### src/hdl/adcc_pkg.sv
// Constants for the converter control block: offsets, fields, resets, timing.
package adcc_pkg;
	localparam int NCH = 4;
	localparam int RW  = 12;
	// ----------------------------------------------------------------
	// Register offsets
	// ----------------------------------------------------------------
	localparam logic [7:0] A_FIRST_CTRL  = 8'h00;
	localparam logic [7:0] A_SECOND_CTRL = 8'h01;
	localparam logic [7:0] A_EVENT_CTRL  = 8'h02;
	localparam logic [7:0] A_DONE_FLAGS  = 8'h03;
	localparam logic [7:0] A_IRQ_STATUS  = 8'h04;
	localparam logic [7:0] A_IRQ_MASK    = 8'h05;
	localparam logic [3:0] CH_PAGE       = 4'h1;
	localparam logic [1:0] SUB_CFG       = 2'h0;
	localparam logic [1:0] SUB_INSEL     = 2'h1;
	localparam logic [1:0] SUB_RES_LOW   = 2'h2;
	localparam logic [1:0] SUB_RES_HIGH  = 2'h3;
	// ----------------------------------------------------------------
	// Field positions
	// ----------------------------------------------------------------
	localparam int EN_BIT       = 0;
	localparam int START_LSB    = 2;
	localparam int CONT_BIT     = 3;
	localparam int EV_EN_BIT    = 0;
	localparam int EV_SWEEP_BIT = 1;
	localparam int EV_CH_LSB    = 2;
	localparam int POS_LSB      = 3;
	localparam int NEG_LSB      = 0;
	// ----------------------------------------------------------------
	// Input configurations and reset values
	// ----------------------------------------------------------------
	localparam logic [1:0] MODE_INTERNAL = 2'h0;
	localparam logic [1:0] MODE_SINGLE   = 2'h1;
	localparam logic [1:0] MODE_DIFF     = 2'h2;
	localparam logic [7:0] INSEL_RESET   = 8'h00;
	localparam logic [1:0] CFG_RESET     = 2'h0;
	// ----------------------------------------------------------------
	// Timing
	// ----------------------------------------------------------------
	localparam int         STARTUP_CLKS = 24;
	localparam logic [4:0] STARTUP_LAST = 5'(STARTUP_CLKS - 1);
endpackage

### src/hdl/adcc_ctrl.sv
// Control logic of a pipelined converter: registers, sequencer, events.
//
// The implementer's own choices: the placing of the registers and strobed register access.
`timescale 1ns/100ps
`default_nettype none
module adcc_ctrl (
	input  wire logic        clk_sys,
	input  wire logic        sys_rst,
	input  wire logic [7:0]  addr,
	input  wire logic [7:0]  wdata,
	input  wire logic        wr,
	input  wire logic        rd,
	output logic      [7:0]  rdata,
	output logic             irq,
	input  wire logic        ev_trig_i,
	output logic      [3:0]  ev_done_o,
	output logic             sample_o,
	output logic      [3:0]  pos_o,
	output logic      [2:0]  neg_o,
	output logic      [1:0]  cfg_o,
	output logic             powered_o,
	input  wire logic        res_valid_i,
	input  wire logic [11:0] res_data_i,
	output logic      [3:0]  dma_req_o,
	input  wire logic        dma_rd_i,
	input  wire logic [1:0]  dma_ch_i,
	output logic      [11:0] dma_data_o
);
	// ----------------------------------------------------------------
	// State
	// ----------------------------------------------------------------
	typedef enum logic [3:0] {
		S_OFF  = 4'b0001,
		S_WARM = 4'b0010,
		S_IDLE = 4'b0100,
		S_BUSY = 4'b1000
	} adcc_state_t;

	typedef struct packed {
		adcc_state_t     st;
		logic            en;
		logic            cont;
		logic            ev_en;
		logic            ev_sweep;
		logic [1:0]      ev_ch;
		logic [3:0][1:0] cfg;
		logic [3:0][7:0] insel;
		logic [3:0][11:0] res;
		logic [3:0]      flags;
		logic [3:0]      istat;
		logic [3:0]      imask;
		logic [3:0]      pend;
		logic [4:0]      cnt;
		logic [1:0]      cur;
		logic [7:0]      rdata;
		logic            irq;
		logic            sample;
		logic [3:0]      pos;
		logic [2:0]      neg;
		logic [1:0]      cmode;
		logic [3:0]      ev_done;
		logic [3:0]      dma_req;
		logic [11:0]     dma_data;
	} adcc_regs_t;

	adcc_regs_t s_q;
	adcc_regs_t s_d;

	function automatic logic [1:0] adcc_first(input logic [3:0] v);
		logic [1:0] r;
		r = 2'h0;
		for (int i = 3; i >= 0; i--) begin
			if (v[i]) begin
				r = 2'(i);
			end
		end
		return r;
	endfunction

	function automatic logic [3:0] adcc_onehot(input logic [1:0] c);
		return 4'h1 << c;
	endfunction

	logic       ch_hit;
	logic [1:0] ch_sel;
	logic       done;
	assign ch_hit = addr[7:4] == adcc_pkg::CH_PAGE;
	assign ch_sel = addr[3:2];
	assign done   = (s_q.st == S_BUSY) && res_valid_i;

	// ----------------------------------------------------------------
	// Next state
	// ----------------------------------------------------------------
	always_comb begin
		s_d = s_q;
		s_d.sample = 1'b0;
		s_d.ev_done = 4'h0;
		s_d.rdata = 8'h00;
		// Clears come first so that a same-cycle set wins.
		if (wr && addr == adcc_pkg::A_DONE_FLAGS) begin
			s_d.flags = s_q.flags & ~wdata[3:0];
		end
		if (dma_rd_i) begin
			s_d.dma_req[dma_ch_i] = 1'b0;
			s_d.dma_data = s_q.res[dma_ch_i];
		end
		if (rd) begin
			if (ch_hit) begin
				unique case (addr[1:0])
				adcc_pkg::SUB_CFG: s_d.rdata = {6'h00, s_q.cfg[ch_sel]};
				adcc_pkg::SUB_INSEL: s_d.rdata = s_q.insel[ch_sel];
				adcc_pkg::SUB_RES_LOW: s_d.rdata = s_q.res[ch_sel][7:0];
				adcc_pkg::SUB_RES_HIGH:
					s_d.rdata = {4'h0, s_q.res[ch_sel][11:8]};
				endcase
			end else begin
				case (addr)
				adcc_pkg::A_FIRST_CTRL: s_d.rdata = {7'h00, s_q.en};
				adcc_pkg::A_SECOND_CTRL:
					s_d.rdata = 8'(s_q.cont) << adcc_pkg::CONT_BIT;
				adcc_pkg::A_EVENT_CTRL:
					s_d.rdata = {4'h0, s_q.ev_ch, s_q.ev_sweep, s_q.ev_en};
				adcc_pkg::A_DONE_FLAGS: s_d.rdata = {4'h0, s_q.flags};
				adcc_pkg::A_IRQ_STATUS: begin
					s_d.rdata = {4'h0, s_q.istat};
					s_d.istat = 4'h0;
				end
				adcc_pkg::A_IRQ_MASK: s_d.rdata = {4'h0, s_q.imask};
				default: s_d.rdata = 8'h00;
				endcase
			end
		end
		if (wr) begin
			if (ch_hit) begin
				if (addr[1:0] == adcc_pkg::SUB_CFG) begin
					s_d.cfg[ch_sel] = wdata[1:0];
				end
				if (addr[1:0] == adcc_pkg::SUB_INSEL) begin
					s_d.insel[ch_sel] = wdata;
				end
			end else begin
				case (addr)
				adcc_pkg::A_FIRST_CTRL: begin
					s_d.en = wdata[adcc_pkg::EN_BIT];
					if (s_q.en) begin
						s_d.pend = s_q.pend | wdata[5:2];
					end
				end
				adcc_pkg::A_SECOND_CTRL:
					s_d.cont = wdata[adcc_pkg::CONT_BIT];
				adcc_pkg::A_EVENT_CTRL: begin
					s_d.ev_en = wdata[adcc_pkg::EV_EN_BIT];
					s_d.ev_sweep = wdata[adcc_pkg::EV_SWEEP_BIT];
					s_d.ev_ch = wdata[adcc_pkg::EV_CH_LSB +: 2];
				end
				adcc_pkg::A_IRQ_MASK: s_d.imask = wdata[3:0];
				default: ;
				endcase
			end
		end
		if (ev_trig_i && s_q.ev_en && s_q.en) begin
			if (s_q.ev_sweep) begin
				s_d.pend = 4'hf;
			end else begin
				s_d.pend = s_d.pend | adcc_onehot(s_q.ev_ch);
			end
		end
		if (s_d.cont && s_d.en) begin
			s_d.pend[0] = 1'b1;
		end
		unique case (s_q.st)
		S_OFF: begin
			s_d.cnt = 5'h00;
			if (s_q.en) begin
				s_d.st = S_WARM;
			end
		end
		S_WARM: begin
			s_d.cnt = s_q.cnt + 5'h01;
			if (s_q.cnt == adcc_pkg::STARTUP_LAST) begin
				s_d.st = S_IDLE;
			end
		end
		S_IDLE: begin
			if (s_q.pend != 4'h0) begin
				s_d.cur = adcc_first(s_q.pend);
				s_d.pend[s_d.cur] = 1'b0;
				s_d.pos = s_q.insel[s_d.cur][adcc_pkg::POS_LSB +: 4];
				s_d.neg = s_q.insel[s_d.cur][adcc_pkg::NEG_LSB +: 3];
				s_d.cmode = s_q.cfg[s_d.cur];
				if (s_q.cfg[s_d.cur] == adcc_pkg::MODE_SINGLE) begin
					s_d.neg = 3'h0;
				end
				s_d.sample = 1'b1;
				s_d.st = S_BUSY;
			end
		end
		S_BUSY: begin
			if (res_valid_i) begin
				s_d.res[s_q.cur] = res_data_i;
				s_d.flags[s_q.cur] = 1'b1;
				s_d.istat[s_q.cur] = 1'b1;
				s_d.ev_done[s_q.cur] = 1'b1;
				s_d.dma_req[s_q.cur] = 1'b1;
				s_d.st = S_IDLE;
			end
		end
		endcase
		if (!s_q.en) begin
			s_d.st = S_OFF;
			s_d.pend = 4'h0;
		end
		s_d.irq = |(s_d.istat & s_d.imask);
	end

	always_ff @(posedge clk_sys) begin
		if (sys_rst) begin
			s_q <= '0;
			s_q.st <= S_OFF;
			s_q.cfg <= {4{adcc_pkg::CFG_RESET}};
			s_q.insel <= {4{adcc_pkg::INSEL_RESET}};
		end else begin
			s_q <= s_d;
		end
	end

	assign rdata = s_q.rdata;
	assign irq = s_q.irq;
	assign ev_done_o = s_q.ev_done;
	assign sample_o = s_q.sample;
	assign pos_o = s_q.pos;
	assign neg_o = s_q.neg;
	assign cfg_o = s_q.cmode;
	assign powered_o = s_q.en;
	assign dma_req_o = s_q.dma_req;
	assign dma_data_o = s_q.dma_data;
endmodule
`default_nettype wire

### config.mk
export PLATFORM = sky130hd
export DESIGN_NAME = adcc_ctrl
export DESIGN_NICKNAME = d
export VERILOG_FILES = /design/src/hdl/adcc_pkg.sv /design/src/hdl/adcc_ctrl.sv
export SDC_FILE = /design/constraint.sdc
export NUM_CORES = 1
export LEC_CHECK = 0
export BUFFER_PORTS_ARGS = -buffer_cell sky130_fd_sc_hd__buf_2
export CAP_MARGIN = 10
export CORE_MARGIN = 2
export CORE_UTILIZATION = 24
export DETAILED_ROUTE_END_ITERATION = 16
export HOLD_SLACK_MARGIN = 0.06
export PLACE_DENSITY = 0.49
export SETUP_SLACK_MARGIN = 0.05
export SKIP_CTS_REPAIR_TIMING = 1
export SLEW_MARGIN = 20
export SYNTH_ARGS = -nofsm -noshare
export SYNTH_HDL_FRONTEND = slang
export SYNTH_SLANG_ARGS = --single-unit
### constraint.sdc
create_clock -name clk_sys -period 1.95 [get_ports clk_sys]
set_input_delay 0 -clock clk_sys [delete_from_list [all_inputs] [get_ports clk_sys]]
set_output_delay 0 -clock clk_sys [all_outputs]
set_load 0.02 [all_outputs]
==> flow_summary.json, run 1 <==
{
  "final_util": 0.292,
  "hpwl_mm": 15.2,
  "peakVddDrop_mv": 0.549,
  "met2_usage": 0.223,
  "cpPeakStageDelay_ns": 0.50,
  "drv_cap": 0,
  "status": "finished clean",
  "rows": 65,
  "synth_top_area_share": 0.421,
  "r2r_cells": 6,
  "async_flop_share": 0,
  "syn-cell-area_um2": 7600,
  "ys_seq_area_frac": 0.421,
  "die_w_um": 182,
  "gp_congestion": 0.745,
  "synth_edf_count": 0,
  "grt_pass1_wl_mm": 34.4,
  "htree_levels": 4,
  "worstSetupEndpoint": "s_q[45]$_SDFFE_PP0P_",
  "p_per_area_nw_per_um2": 768,
  "numCtsBuffers": 17,
  "grt_max_degree": 95,
  "power_leakage_nw": 3.63,
  "synth_seq_cells": 160,
  "yosys.area.top_type": "dfxtp_1",
  "worstReg2RegStart": "s_q[157]$_SDFFE_PP0P_",
  "yosysWarnings": 0,
  "cts.sinks": 160,
  "tritoncts": "done",
  "vias_per_cell": 4.78,
  "max_slew_margin": 0.631,
  "finalCritPeriodShare": 0.922,
  "nets": 881,
  "port-buffer-count": 76,
  "cts_buffer_depth": 2,
  "dieArea_um2": 33100,
  "grt_overflow_total": 0,
  "critPathLaunch": "s_q[157]$_SDFFE_PP0P_",
  "critPathRequiredTime_ns": 2.29,
  "cpMostUsedCell": "buf_4",
  "worst_pin_slew_ns": 0.553,
  "grt_usage": 0.134,
  "synth_area_leaders": "dfxtp_1 (42%), mux4_2 (11%), mux2i_1 (10%)",
  "start_kind": "flop",
  "root_buffer": "clkbuf_16",
  "setup_tns_ns": 0,
  "grt_busiest_layer": "met2",
  "ys_types": 55,
  "avgSynthCellArea_um2": 9.72,
  "wl_per_cell_um": 17.5,
  "fin_skew_ns": 0.00877,
  "initial_core_util": 0.242,
  "use_met3": 0.0275,
  "die-height_um": 182,
  "synth-main-ff-cell": "dfxtp_1",
  "drive_gt1_frac": 0.241,
  "area_growth_pct": 20.6,
  "insertion_delay_ns": 0.43,
  "critPathArrivalTime_ns": 2.14,
  "core_area_um2": 31400,
  "cp_slowest_cell": "or3b_2",
  "syn_inst": 782,
  "grt_pass1_vias": 5850,
  "hold_class": "primary input to flop",
  "finalHoldWorstSlack_ns": 0.0397,
  "crit_chain": "buf_4, or3b_2, nor2_1, buf_4, a41oi_1, a311oi_1",
  "drc": 0,
  "wirelength_mm": 22.0,
  "drtAntennaViolNets": 0,
  "finalMaxSlewViolations": 0,
  "fin_crit_ns": 1.80,
  "mappedNetlistNets": 820,
  "vias": 6022,
  "cp_max_fo": 8,
  "rsz0062_at_grt": "false",
  "drt_pre_antenna_iters": 6,
  "critPathKind": "flop to flop",
  "clk_pin_slew_ns": 0.07,
  "drt_iter0_drc": 437,
  "finalHoldViolations": 0,
  "cp-end-kind": "flop",
  "r2r_slack_ns": 0.15,
  "met1_usage": 0.179,
  "antenna_found_initial": 2,
  "setup_viol": 0,
  "io_pins": 77,
  "fmax_mhz": 556,
  "r2r-end": "s_q[45]$_SDFFE_PP0P_"
}
==> synth_stat cells, types with 8 or more instances <==
library cell	n
buf_4	38
nor2b_1	13
mux4_2	36
nor2_1	107
buf_2	10
nand3_1	36
a221oi_1	8
a21oi_1	58
clkbuf_1	42
a211oi_1	9
mux2i_1	78
a22oi_1	9
nor3_1	8
dfxtp_1	160
nand2_1	59
==> metal layers <==
layer | up-vias | part of all wire
met4 | 0 | 0.0098
met2 | 117 | 0.48
met1 | 2972 | 0.48
met3 | 17 | 0.033
li1 | 2916 | -
met5 | - | 0
==> stage by stage <==
stage	std cells	worst slack [ns]	power [W]	cell area [µm²]
2_1_floorplan	782	0.109	0.00353	7600
3_3_place_gp	1203	0.111	0.00369	8340
3_5_place_dp	1203	0.0678	0.00369	8340
4_1_cts	1235	0.0523	0.00707	8920
5_1_grt	1260	0.0474	0.00727	9170
6_report	1260	0.152	0.00705	9170
==> logic make-up after synthesis <==
logic type                 after synthesis  synth area share
DFF                                    160             0.421
buffers and inverters                  104            0.0717
and+or+nand+nor                        268             0.176
xor gates and xnor gates                 1           0.00115
adders and majority gates                1           0.00165
muxes                                  116             0.212
AOI/OAI and AO/OA                      132             0.116
==> worst min-delay path by stage <==
stage	endpoint	from	depth (start not counted)
after CTS	s_q[80]$_SDFFE_PP0P_	res_data_i[6]	3
after global routing	s_q[58]$_SDFF_PP0_	wr	4
after detailed placement	s_q[80]$_SDFFE_PP0P_	res_data_i[6]	3
final	s_q[58]$_SDFF_PP0_	wr	4
after floorplan	s_q[100]$_SDFFE_PP0P_	res_data_i[2]	2
after global placement	s_q[85]$_SDFFE_PP0P_	res_data_i[11]	3
==> state kept, by name (all words and copies together), names as in the netlist <==
signal / count
dma_req_o: 4
neg_o: 3
pos_o: 4
irq: 1
ev_done_o: 4
rdata: 8
sample_o: 1
cfg_o: 2
dma_data_o: 12
s_q: 120
powered_o: 1
==> worst max-delay path: cells and delay by family, from the launching register on <==
family                 cells  cell delay, ns
AND/OR/NAND/NOR            2            0.61
flip-flops                 1            0.38
buffers and inverters      2            0.34
AO/OA/AOI/OAI              2            0.39
==> report_power, final <==
part | total [W] | switching, W | internal (W)
Clock | 0.00340 | 0.00149 | 0.00191
Sequential | 0.00327 | 0.00000110 | 0.00327
Combinational | 0.000377 | 0.000233 | 0.000145
==> cells in the final DEF (no fill, tap or decap), types with 3 or more instances in the layout <==
cell type | Yosys | layout
a22o_1 | 7 | 7
a21oi_1 | 58 | 58
nand2b_1 | 5 | 5
nor2b_1 | 13 | 13
a21boi_0 | 4 | 3
buf_12 | 0 | 4
clkinvlp_4 | 0 | 3
nand4_1 | 7 | 7
a311oi_1 | 3 | 3
clkinv_4 | 0 | 3
clkbuf_16 | 0 | 17
buf_4 | 38 | 37
a222oi_1 | 4 | 4
buf_2 | 10 | 75
and3_1 | 4 | 4
a221oi_1 | 8 | 8
nor2_1 | 107 | 107
inv_1 | 7 | 7
o22ai_1 | 4 | 4
dlygate4sd3_1 | 0 | 23
nand4b_1 | 3 | 3
a211oi_1 | 9 | 9
nor4b_1 | 3 | 3
nor3_1 | 8 | 8
mux4_2 | 36 | 36
a221o_1 | 3 | 3
o21ai_0 | 7 | 7
nand3_1 | 36 | 36
a22oi_1 | 9 | 9
mux2i_1 | 78 | 78
nor4b_2 | 4 | 3
nand2_1 | 59 | 59
nand3b_1 | 4 | 4
dfxtp_1 | 160 | 158
==> layout make-up <==
class	count	area, µm²
fill	3303	22200
multi-input combinational	518	3880
sequential	160	3210
timing repair buffer	139	963
tap	402	503
clock buffer	18	429
clock inverter	14	159
inverter	7	26.3
antenna	2	5.00
(Power assumes the default switching activity.)
==> run 2: changes to the inputs <==
- PLACE_DENSITY: 0.49 -> 0.47
- clock period: 1.95 -> 2.3 ns (I/O delays scaled with it)
==> flow_summary.json, run 2 (synthesis results as in run 1) <==
{
  "die_w_um": 182,
  "finalHoldViolations": 0,
  "wl_per_cell_um": 17.6,
  "critPathLaunch": "s_q[157]$_SDFFE_PP0P_",
  "max_slew_margin": 0.598,
  "p_per_area_nw_per_um2": 644,
  "critPathArrivalTime_ns": 2.29,
  "cp_slowest_cell": "dfxtp_1",
  "grt_usage": 0.134,
  "final_common_cell": "dfxtp_1",
  "rsz0062_at_grt": "false",
  "cp_max_fo": 8,
  "grt_pass1_wl_mm": 34.3,
  "nets": 870,
  "setup_viol": 0,
  "fin_crit_ns": 1.99,
  "io_pins": 77,
  "gp_congestion": 0.745,
  "finalMaxSlewViolations": 0,
  "cp-end-kind": "flop",
  "drtAntennaViolNets": 0,
  "largest_reg_flops": 120,
  "tritoncts": "done",
  "core_area_um2": 31400,
  "antenna_found_initial": 2,
  "finalCritPeriodShare": 0.867,
  "critPathRequiredTime_ns": 2.60,
  "status": "finished clean",
  "vias": 5924,
  "numCtsBuffers": 17,
  "grt_overflow_total": 0,
  "htree_levels": 4,
  "grt_pass1_vias": 5763,
  "critPathKind": "flop to flop",
  "fin_skew_ns": 0.0145,
  "dieArea_um2": 33100,
  "cpPeakStageDelay_ns": 0.53,
  "hpwl_mm": 15.1,
  "start_kind": "flop",
  "area_growth_pct": 18.8,
  "worst_pin_slew_ns": 0.599,
  "wirelength_mm": 22.0,
  "drt_iter0_drc": 458,
  "hold_start": "wr",
  "initial_core_util": 0.242,
  "root_buffer": "clkbuf_16",
  "grt_max_degree": 82,
  "worstReg2RegStart": "s_q[157]$_SDFFE_PP0P_",
  "insertion_delay_ns": 0.42,
  "rows": 65,
  "top_register": "s_q",
  "vias_per_cell": 4.74,
  "crit_chain": "or3b_2, nor2_1, a22oi_1, a21oi_1, nor4b_1",
  "drv_cap": 0,
  "drive_gt1_frac": 0.226,
  "finalHoldWorstSlack_ns": 0.0459,
  "setup_tns_ns": 0,
  "fmax_mhz": 501,
  "clk_pin_slew_ns": 0.07,
  "drc": 0,
  "peakVddDrop_mv": 0.487,
  "drt_pre_antenna_iters": 5,
  "hold_class": "primary input to flop",
  "layout_common_cells": "dfxtp_1 (160), nor2_1 (107), mux2i_1 (78)",
  "cts.sinks": 160,
  "port-buffer-count": 76,
  "die-height_um": 182,
  "cts_buffer_depth": 2,
  "power_leakage_nw": 3.55
}
-- run 2: final cells by class --
cell class              count  area [µm²]
fillers                  3317       22400
multi-input cells         518        3870
flip-flops and latches    160        3200
repair buffers            128         868
well taps                 402         503
clock buffers              21         450
clock inverters            11         106
inverters                   7        26.3
diodes                      2        5.00
-- run 2: metrics by stage --
stage | worst slack, ns | util | std cells | cell area (µm²) | power (W)
2_1_floorplan | 0.459 | - | 782 | 7600 | 0.00299
3_3_place_gp | 0.346 | 0.263 | 1192 | 8240 | 0.00312
3_5_place_dp | 0.333 | 0.263 | 1192 | 8240 | 0.00312
4_1_cts | 0.314 | 0.280 | 1224 | 8800 | 0.00586
5_1_grt | 0.153 | 0.288 | 1248 | 9030 | 0.00602
6_report | 0.306 | 0.288 | 1249 | 9030 | 0.00581
-- run 2: worst paths after layout --
kind	end	slack, ns	cells after the start
worst min register to register	dma_req_o[3]$_SDFF_PP0_	0.46	2
worst min-delay path	s_q[60]$_SDFF_PP0_	0.05	4
worst max-delay path	s_q[158]$_SDFFE_PP0P_	0.31	5
worst max register to register	s_q[158]$_SDFFE_PP0P_	0.31	5
-- run 2: where the power goes --
group / leakage [nW] / internal [W] / switching, W
registers: 1.29 / 0.00277 / 0.000000978
clock network: 0.264 / 0.00153 / 0.00120
logic: 2.00 / 0.000117 / 0.000196
-- run 2: worst max-delay path: cells and delay by family, from the launching register on --
family           cells  cell delay [ns]
AO/OA/AOI/OAI        2             0.36
flip-flops           1             0.53
AND/OR/NAND/NOR      3             0.98
-- run 2: per-layer routing --
| metal | global-route usage | vias up | routed length (µm) | share of wire |
|---|---|---|---|---|
| li1 | - | 2902 | - | - |
| met1 | 0.183 | 2918 | 11000 | 0.50 |
| met2 | 0.213 | 91 | 10100 | 0.46 |
| met3 | 0.0301 | 13 | 648 | 0.029 |
| met4 | 0.0390 | 0 | 258 | 0.012 |
| met5 | 0 | - | 0 | 0 |
